--- src/atm_consts.svh ---
// Constants for the antenna trim and AM depth register block
//
// What this block does
// - Trim calibration result lands in bits 7..4
// - Trim source 0 drives switches from result
// - Trim failure sets bit 3 of result
// - Both result registers clear on reset/default
// - Depth control and segment mask reset zero
// - Depth control bit 7 picks keyed-level source
// - Six-bit depth setting in bits 6..1
// - Depth calibration outcome readable; ones disable segments
// - Failed depth calibration writes all ones
// - Manual mask bits disable segments, bit7 2 Ohm
// - Trim source 1 drives switches from manual bits
`ifndef ATM_CONSTS_SVH
`define ATM_CONSTS_SVH

`define ATM_DATA_W          8
`define ATM_IRQ_W           4

// ----------------------------------------------------------------
// Register indices; byte address is four times the index
// ----------------------------------------------------------------
`define ATM_IDX_TRIM_CTRL   8'h21
`define ATM_IDX_TUNE_RES    8'h23
`define ATM_IDX_DEPTH_CTRL  8'h24
`define ATM_IDX_DEPTH_RES   8'h25
`define ATM_IDX_SEG_MASK    8'h26
`define ATM_IDX_IRQ_STAT    8'h30
`define ATM_IDX_IRQ_MASK    8'h31

// ----------------------------------------------------------------
// Address decode fields
// ----------------------------------------------------------------
`define ATM_WIDX_HI         9
`define ATM_WIDX_LO         2
`define ATM_UPPER_LO        10
`define ATM_BYTE_HI         1

// ----------------------------------------------------------------
// Field positions
// ----------------------------------------------------------------
`define ATM_TRIM_SRC_BIT    7
`define ATM_TRIM_MAN_HI     6
`define ATM_TRIM_MAN_LO     3
`define ATM_TUNE_VAL_HI     7
`define ATM_TUNE_VAL_LO     4
`define ATM_TUNE_ERR_BIT    3
`define ATM_TUNE_IN_HI      3
`define ATM_DEPTH_SRC_BIT   7
`define ATM_DEPTH_SET_HI    6
`define ATM_DEPTH_SET_LO    1
`define ATM_EV_ANT_DONE     0
`define ATM_EV_ANT_ERR      1
`define ATM_EV_DEPTH_DONE   2
`define ATM_EV_DEPTH_ERR    3

// ----------------------------------------------------------------
// Reset and fixed values
// ----------------------------------------------------------------
`define ATM_RST_BYTE        8'h00
`define ATM_ALL_ONES        8'hff
`define ATM_RST_TRIM        4'h0
`define ATM_RST_DEPTH       6'h00
`define ATM_RST_IRQ         4'h0
`define ATM_RST_WORD        32'h0000_0000

`endif

--- src/atm_pkg.sv ---
// Types shared by the antenna trim and AM depth register block
`include "atm_consts.svh"

package atm_pkg;

	// One calibration sequence finishing: strobe, failure flag, result
	typedef struct packed {
		logic                   done;
		logic                   fail;
		logic [`ATM_DATA_W-1:0] value;
	} atm_cal_evt_s;

	// Bus address phase held over into the data phase
	typedef struct packed {
		logic       wr;
		logic       mapped;
		logic [7:0] idx;
	} atm_bus_phase_s;

endpackage : atm_pkg

--- src/atm_regs.sv ---
// AHB-Lite register bank for antenna trim and AM modulation depth
//
// The implementer's own choice: the AHB-Lite register port.
`timescale 1ns/1ps
`include "atm_consts.svh"

module atm_regs
	import atm_pkg::*;
(
	input  wire logic                   hclk,
	input  wire logic                   hresetn,
	input  wire logic                   clk_en,
	input  wire logic                   hsel,
	input  wire logic [31:0]            haddr,
	input  wire logic [1:0]             htrans,
	input  wire logic                   hwrite,
	input  wire logic [2:0]             hsize,
	input  wire logic [31:0]            hwdata,
	input  wire logic                   hready,
	output logic                        hreadyout,
	output logic                        hresp,
	output logic [31:0]                 hrdata,
	input  wire logic                   set_default,
	input  wire atm_cal_evt_s           ant_cal,
	input  wire atm_cal_evt_s           depth_cal,
	output logic [3:0]                  trim_switch_on,
	output logic [5:0]                  depth_setting,
	output logic [`ATM_DATA_W-1:0]      keyed_segment_off,
	output logic                        irq
);

	// ----------------------------------------------------------------
	// Storage
	// ----------------------------------------------------------------
	logic                   trim_src_reg;
	logic [3:0]             trim_manual_reg;
	logic [3:0]             tune_val_reg;
	logic                   tune_err_reg;
	logic                   keyed_level_source_select_reg;
	logic [5:0]             depth_set_reg;
	logic [`ATM_DATA_W-1:0] depth_result_reg;
	logic [`ATM_DATA_W-1:0] seg_mask_reg;
	logic [`ATM_IRQ_W-1:0]  irq_stat_reg;
	logic [`ATM_IRQ_W-1:0]  irq_mask_reg;
	atm_bus_phase_s         phase_reg;
	logic                   wr_pend_reg;
	logic [31:0]            hrdata_reg;
	logic [3:0]             trim_out_reg;
	logic [`ATM_DATA_W-1:0] seg_out_reg;
	logic                   irq_reg;

	// ----------------------------------------------------------------
	// Address phase decode
	// ----------------------------------------------------------------
	wire                    acc_take;
	wire                    acc_mapped;
	wire [7:0]              acc_idx;
	wire                    rd_take;
	wire                    hit_trim_ctrl;
	wire                    hit_tune_res;
	wire                    hit_depth_ctrl;
	wire                    hit_depth_res;
	wire                    hit_seg_mask;
	wire                    hit_irq_stat;
	wire                    hit_irq_mask;

	// The bus stalls while the block is frozen so no transfer is lost
	assign hreadyout = clk_en;
	assign hresp     = 1'b0;
	assign hrdata    = hrdata_reg;

	assign acc_take   = hsel & htrans[1] & hready;
	assign acc_idx    = haddr[`ATM_WIDX_HI:`ATM_WIDX_LO];
	assign acc_mapped = (haddr[31:`ATM_UPPER_LO] == '0) & (haddr[`ATM_BYTE_HI:0] == 2'b00);
	assign rd_take    = acc_take & ~hwrite & acc_mapped;

	assign hit_trim_ctrl  = (acc_idx == `ATM_IDX_TRIM_CTRL);
	assign hit_tune_res   = (acc_idx == `ATM_IDX_TUNE_RES);
	assign hit_depth_ctrl = (acc_idx == `ATM_IDX_DEPTH_CTRL);
	assign hit_depth_res  = (acc_idx == `ATM_IDX_DEPTH_RES);
	assign hit_seg_mask   = (acc_idx == `ATM_IDX_SEG_MASK);
	assign hit_irq_stat   = (acc_idx == `ATM_IDX_IRQ_STAT);
	assign hit_irq_mask   = (acc_idx == `ATM_IDX_IRQ_MASK);

	// ----------------------------------------------------------------
	// Read data assembly
	// ----------------------------------------------------------------
	wire [`ATM_DATA_W-1:0]  rd_trim_ctrl;
	wire [`ATM_DATA_W-1:0]  rd_tune_res;
	wire [`ATM_DATA_W-1:0]  rd_depth_ctrl;
	wire [`ATM_DATA_W-1:0]  rd_byte;
	wire [31:0]             rd_word;

	// Only implemented fields are stored, so spare bits read as zero
	assign rd_trim_ctrl  = {trim_src_reg, trim_manual_reg, 3'b000};
	assign rd_tune_res   = {tune_val_reg, tune_err_reg, 3'b000};
	assign rd_depth_ctrl = {keyed_level_source_select_reg, depth_set_reg, 1'b0};

	assign rd_byte = hit_trim_ctrl  ? rd_trim_ctrl :
	                 hit_tune_res   ? rd_tune_res :
	                 hit_depth_ctrl ? rd_depth_ctrl :
	                 hit_depth_res  ? depth_result_reg :
	                 hit_seg_mask   ? seg_mask_reg :
	                 hit_irq_stat   ? {4'h0, irq_stat_reg} :
	                 hit_irq_mask   ? {4'h0, irq_mask_reg} :
	                 `ATM_RST_BYTE;
	assign rd_word = {24'h00_0000, rd_byte};

	// ----------------------------------------------------------------
	// Data phase write strobes
	// ----------------------------------------------------------------
	wire                    wr_ok;
	wire                    wr_trim_ctrl;
	wire                    wr_depth_ctrl;
	wire                    wr_seg_mask;
	wire                    wr_irq_mask;
	wire [`ATM_DATA_W-1:0]  wbyte;

	assign wr_ok         = wr_pend_reg & phase_reg.mapped;
	assign wbyte         = hwdata[`ATM_DATA_W-1:0];
	assign wr_trim_ctrl  = wr_ok & (phase_reg.idx == `ATM_IDX_TRIM_CTRL);
	assign wr_depth_ctrl = wr_ok & (phase_reg.idx == `ATM_IDX_DEPTH_CTRL);
	assign wr_seg_mask   = wr_ok & (phase_reg.idx == `ATM_IDX_SEG_MASK);
	assign wr_irq_mask   = wr_ok & (phase_reg.idx == `ATM_IDX_IRQ_MASK);

	// ----------------------------------------------------------------
	// Bus phase pipeline and read data
	// ----------------------------------------------------------------
	// Read data is captured in the address phase; a read whose address
	// phase overlaps the data phase of a write to the same register
	// returns the value from before that write
	always_ff @(posedge hclk or negedge hresetn) begin
		if (!hresetn) begin
			phase_reg   <= '0;
			wr_pend_reg <= 1'b0;
			hrdata_reg  <= `ATM_RST_WORD;
		end else if (clk_en) begin
			wr_pend_reg <= acc_take & hwrite;
			phase_reg   <= '{wr: hwrite, mapped: acc_mapped, idx: acc_idx};
			if (rd_take) begin
				hrdata_reg <= rd_word;
			end
		end
	end

	// ----------------------------------------------------------------
	// Trim calibration control and result
	// ----------------------------------------------------------------
	always_ff @(posedge hclk or negedge hresetn) begin
		if (!hresetn) begin
			trim_src_reg    <= 1'b0;
			trim_manual_reg <= `ATM_RST_TRIM;
			tune_val_reg    <= `ATM_RST_TRIM;
			tune_err_reg    <= 1'b0;
		end else if (clk_en) begin
			if (set_default) begin
				trim_src_reg    <= 1'b0;
				trim_manual_reg <= `ATM_RST_TRIM;
				tune_val_reg    <= `ATM_RST_TRIM;
				tune_err_reg    <= 1'b0;
			end else begin
				if (wr_trim_ctrl) begin
					trim_src_reg    <= wbyte[`ATM_TRIM_SRC_BIT];
					trim_manual_reg <= wbyte[`ATM_TRIM_MAN_HI:`ATM_TRIM_MAN_LO];
				end
				if (ant_cal.done) begin
					tune_val_reg <= ant_cal.value[`ATM_TUNE_IN_HI:0];
					tune_err_reg <= ant_cal.fail;
				end
			end
		end
	end

	// ----------------------------------------------------------------
	// AM depth control, result and manual segment mask
	// ----------------------------------------------------------------
	always_ff @(posedge hclk or negedge hresetn) begin
		if (!hresetn) begin
			keyed_level_source_select_reg <= 1'b0;
			depth_set_reg                 <= `ATM_RST_DEPTH;
			depth_result_reg              <= `ATM_RST_BYTE;
			seg_mask_reg                  <= `ATM_RST_BYTE;
		end else if (clk_en) begin
			if (set_default) begin
				keyed_level_source_select_reg <= 1'b0;
				depth_set_reg                 <= `ATM_RST_DEPTH;
				depth_result_reg              <= `ATM_RST_BYTE;
				seg_mask_reg                  <= `ATM_RST_BYTE;
			end else begin
				if (wr_depth_ctrl) begin
					keyed_level_source_select_reg <= wbyte[`ATM_DEPTH_SRC_BIT];
					depth_set_reg <= wbyte[`ATM_DEPTH_SET_HI:`ATM_DEPTH_SET_LO];
				end
				if (wr_seg_mask) begin
					seg_mask_reg <= wbyte;
				end
				if (depth_cal.done) begin
					// A failed run must not leave a half-trimmed pattern behind
					depth_result_reg <= depth_cal.fail ? `ATM_ALL_ONES : depth_cal.value;
				end
			end
		end
	end

	// ----------------------------------------------------------------
	// Drive outputs toward the analog front end
	// ----------------------------------------------------------------
	wire [3:0]              trim_next;
	wire [`ATM_DATA_W-1:0]  seg_next;

	assign trim_next = trim_src_reg ? trim_manual_reg : tune_val_reg;
	assign seg_next  = keyed_level_source_select_reg ? seg_mask_reg : depth_result_reg;

	always_ff @(posedge hclk or negedge hresetn) begin
		if (!hresetn) begin
			trim_out_reg <= `ATM_RST_TRIM;
			seg_out_reg  <= `ATM_RST_BYTE;
		end else if (clk_en) begin
			trim_out_reg <= trim_next;
			seg_out_reg  <= seg_next;
		end
	end

	assign trim_switch_on    = trim_out_reg;
	assign keyed_segment_off = seg_out_reg;
	assign depth_setting     = depth_set_reg;

	// ----------------------------------------------------------------
	// Interrupt status and mask
	// ----------------------------------------------------------------
	wire [`ATM_IRQ_W-1:0]   ev_set;
	wire                    stat_rd_clr;

	assign ev_set[`ATM_EV_ANT_DONE]   = ant_cal.done;
	assign ev_set[`ATM_EV_ANT_ERR]    = ant_cal.done & ant_cal.fail;
	assign ev_set[`ATM_EV_DEPTH_DONE] = depth_cal.done;
	assign ev_set[`ATM_EV_DEPTH_ERR]  = depth_cal.done & depth_cal.fail;
	assign stat_rd_clr                = rd_take & hit_irq_stat;

	// A new event in the cycle of the clearing read survives it
	genvar gi;
	generate
		for (gi = 0; gi < `ATM_IRQ_W; gi = gi + 1) begin : g_stat
			always_ff @(posedge hclk or negedge hresetn) begin
				if (!hresetn) begin
					irq_stat_reg[gi] <= 1'b0;
				end else if (clk_en) begin
					if (ev_set[gi]) begin
						irq_stat_reg[gi] <= 1'b1;
					end else if (stat_rd_clr) begin
						irq_stat_reg[gi] <= 1'b0;
					end
				end
			end
		end
	endgenerate

	always_ff @(posedge hclk or negedge hresetn) begin
		if (!hresetn) begin
			irq_mask_reg <= `ATM_RST_IRQ;
			irq_reg      <= 1'b0;
		end else if (clk_en) begin
			if (wr_irq_mask) begin
				irq_mask_reg <= wbyte[`ATM_IRQ_W-1:0];
			end
			irq_reg <= |(irq_stat_reg & irq_mask_reg);
		end
	end

	assign irq = irq_reg;

	// Transfer size is not checked: only whole-word access is supported
	wire unused_ok = &{1'b0, hsize, hwdata[31:`ATM_DATA_W], phase_reg.wr};

endmodule : atm_regs

--- config.mk ---
export PLATFORM = sky130hd
export DESIGN_NAME = atm_regs
export DESIGN_NICKNAME = d
export VERILOG_FILES = /design/src/atm_pkg.sv /design/src/atm_regs.sv
export VERILOG_INCLUDE_DIRS = /design/src
export SDC_FILE = /design/constraint.sdc
export NUM_CORES = 1
export LEC_CHECK = 0
export BUFFER_PORTS_ARGS = -buffer_cell sky130_fd_sc_hd__buf_2
export CORE_MARGIN = 2
export CORE_UTILIZATION = 25
export DETAILED_ROUTE_END_ITERATION = 12
export SETUP_SLACK_MARGIN = 0.4
export SLEW_MARGIN = 20
export SYNTH_ARGS = -nofsm -noshare
export SYNTH_HDL_FRONTEND = slang
export SYNTH_SLANG_ARGS = --single-unit
--- constraint.sdc ---
create_clock -name hclk -period 1.9 [get_ports hclk]
set_input_delay 0.285 -clock hclk [delete_from_list [all_inputs] [get_ports hclk]]
set_output_delay 0.285 -clock hclk [all_outputs]
set_load 0.005 [all_outputs]
==> metrics.cfg <==
[setup_path]
r2r_slack_ns=-0.03
path_max_fanout=5
reg2reg_depth=5
required_ns=2.10
worstReg2RegStart=phase_reg[6]
start_kind=register
worstReg2RegEnd=trim_manual_reg[2]
end_kind=register
path_class=register to register
cp_data_arrival_time_ns=2.12

[outcome]
status=complete, but fails checks
violations=setup timing

[cts]
clk_transition_reported_paths_ns=0.06
clock-sinks=72
htreeDepth=3
clockBufferDepth=2
cts_buffers=9
clock_latency_ns=0.33
clockRootBuffer=clkbuf_16
cts_tree=yes

[drt]
wl_per_cell_um=16.10
drt_first_pass_iters=4
antenna_left=0
drt_iter0_markers=171
route.detailed.drc=0
vias=3380
via_per_inst=4.605
drt_wl_total_um=11820

[grt]
grt_pass1_vias=3362
grt_max_degree=73
grtUsageTotal=0.1390
antenna_found_initial=0
grt-ovfl-total=0
grt_first_pass_wirelength_um=17910

[die]
ios=149
die_y_um=129.6
rows=45
die_area_um2=16790
initial_utilization=0.2574
die_w_um=129.6
core_area_um2=15310

[job]
cap_viol_max_count=0

[hold_path]
worst_hold_path.endpoint=irq_mask_reg[0]
min_from=hwdata[0]
hold_depth=2
hold_class=input pin to register

[cells_and_area]
area_delta_synth_final_pct=36.44
fill_cells=1545
post-route-util=0.3511
n_antenna_cell=0
drive_gt1_frac=0.3671
fin_cells=734
largest_reg_flops=9
nets=614

[yosys]
ys_types=49
synth_area_leaders=dfrtp_1, mux2i_1, buf_4
ys_ff_latch=72
postSynthAreaPerCell_um2=9.804
yosysSeqAreaShare=0.4571
yosysTopAreaCell=dfrtp_1
synth.cell_area_um2=3941
yosys_warnings=0
synth_edf_count=0
syn_inst=402
async_flop_share=1.000
synthFlopType=dfrtp_1
synth_top_area_frac=0.4571

[timing]
rsz0062_at_grt=true
period_needed_ns=1.925
fin_tns_setup_ns=-0.09110
final_hold_viol_count=0
skew_ns=0.004656
holdWs_ns=0.2152
finalSetupViolCount=5
final.setup.worst_slack_ns=-0.02517
slew_violations=0
fin_crit_sh=1.013
max_freq_ghz=0.5194

[power_and_ir_drop]
power_leakage_nw=2.453
cellPowerDensity_nw_per_um2=776.7
finalPower_mw=4.177
ir_worst_vdd_mv=0.4878

[placement]
io_buffers=91
dp.cells=707
dpl.hpwl_um=8700
gp_congestion=0.8513

==> placed cells by master (no fill, tap or decap), types with 5 or more instances in the layout <==
master	netlist	routed
mux2i_1	28	28
a22oi_1	5	5
buf_2	2	89
nand2b_1	8	8
a22o_1	10	9
clkbuf_16	0	9
nand2_1	7	7
nor4_4	1	5
conb_1	1	25
o21ai_0	15	13
o21a_1	9	9
o31ai_1	7	5
mux2_2	11	11
inv_1	34	34
buf_6	0	13
nor2_1	22	21
o22ai_1	31	31
buf_4	26	27
dfrtp_1	72	72
nand3_1	5	5
a21oi_1	21	21
==> power breakdown <==
group          total, mW  internal (mW)  leakage [nW]  switching, mW
clock network       1.73           1.08         0.148          0.647
registers           1.78           1.67         0.918          0.116
logic              0.662          0.308          1.39          0.354
==> cell families after synthesis <==
group	synth area share
AOI/OAI and AO/OA	0.2010
buffers and inverters	0.1063
DFF	0.4571
muxes	0.1111
other	0.0009515
and+or+nand+nor	0.1235
==> area by class of cell <==
| type | instances | area [µm²] | share of cell area |
|---|---|---|---|
| clock buffers | 11 | 252.7 | 0.04700 |
| repair buffers | 132 | 844.6 | 0.1570 |
| multi-input cells | 269 | 2032 | 0.3779 |
| well taps | 211 | 264.0 | 0.04909 |
| inverters | 34 | 127.6 | 0.02373 |
| clock inverters | 5 | 55.05 | 0.01024 |
| flip-flops and latches | 72 | 1802 | 0.3350 |
==> critical path, stage by stage, from the launching register on <==
cell and delay [ns]:
dfrtp_1 0.38, or4b_4 0.53, or4b_4 0.50, buf_6 0.15, mux2i_1 0.15, o22ai_1 0.08
==> routing by layer <==
layer,up-vias,global-route usage,share of wire
li1,1644,-,-
met1,1618,0.1849,0.46
met2,110,0.2261,0.47
met3,8,0.03179,0.057
met4,0,0.04111,0.0099
met5,-,0,0
==> worst max path at each step <==
stage / slack [ns] / end / from / cells past startpoint
after floorplan: 0.04 / trim_src_reg / phase_reg[1] / 5
after global placement: -0.12 / hrdata[3] / haddr[6] / 6
after detailed placement: -0.12 / hrdata[3] / haddr[6] / 6
after CTS: -0.05 / trim_manual_reg[2] / phase_reg[6] / 5
after global routing: -0.10 / trim_src_reg / phase_reg[6] / 5
final: -0.03 / trim_manual_reg[2] / phase_reg[6] / 5
==> cell usage after synthesis (2+ instances only) <==
cell type and number:
nor4b_1 2, o21a_1 9, mux2i_1 28, mux2_1 3, dfrtp_1 72, and3_1 3
a22oi_1 5, a21oi_1 21, inv_1 34, o21bai_1 2, buf_1 3, clkbuf_1 20
nand4b_1 3, o22ai_1 31, or4b_1 4, nand2b_1 8, nor3_1 4, nand2_1 7
mux2_2 11, a32oi_1 3, buf_4 26, nor2_1 22, o31ai_1 7, nand4_1 4
a2bb2oi_1 7, or3_1 3, o21ai_1 2, nor4_1 8, o21ai_0 15, nand3_1 5
and2_1 2, a22o_1 10, buf_2 2
==> timing repair <==
item / in CTS / in global routing
buffers inserted: 5 / 5
setup endpoints to repair: 35 / 36
pin swaps: 25 / 19
resized for setup: 31 / 13
hold buffers: 1 / 0
endpoints found under the hold margin: 18 / 0
==> through the flow <==
step	worst slack, ns	instance area [µm²]
6_report	-0.02517	5378
5_1_grt	-0.1028	5378
4_1_cts	-0.04514	5266
3_5_place_dp	-0.1157	4756
3_3_place_gp	-0.1156	4756
2_1_floorplan	0.03820	4111
No activity file was read; power rests on OpenSTA's default activity.
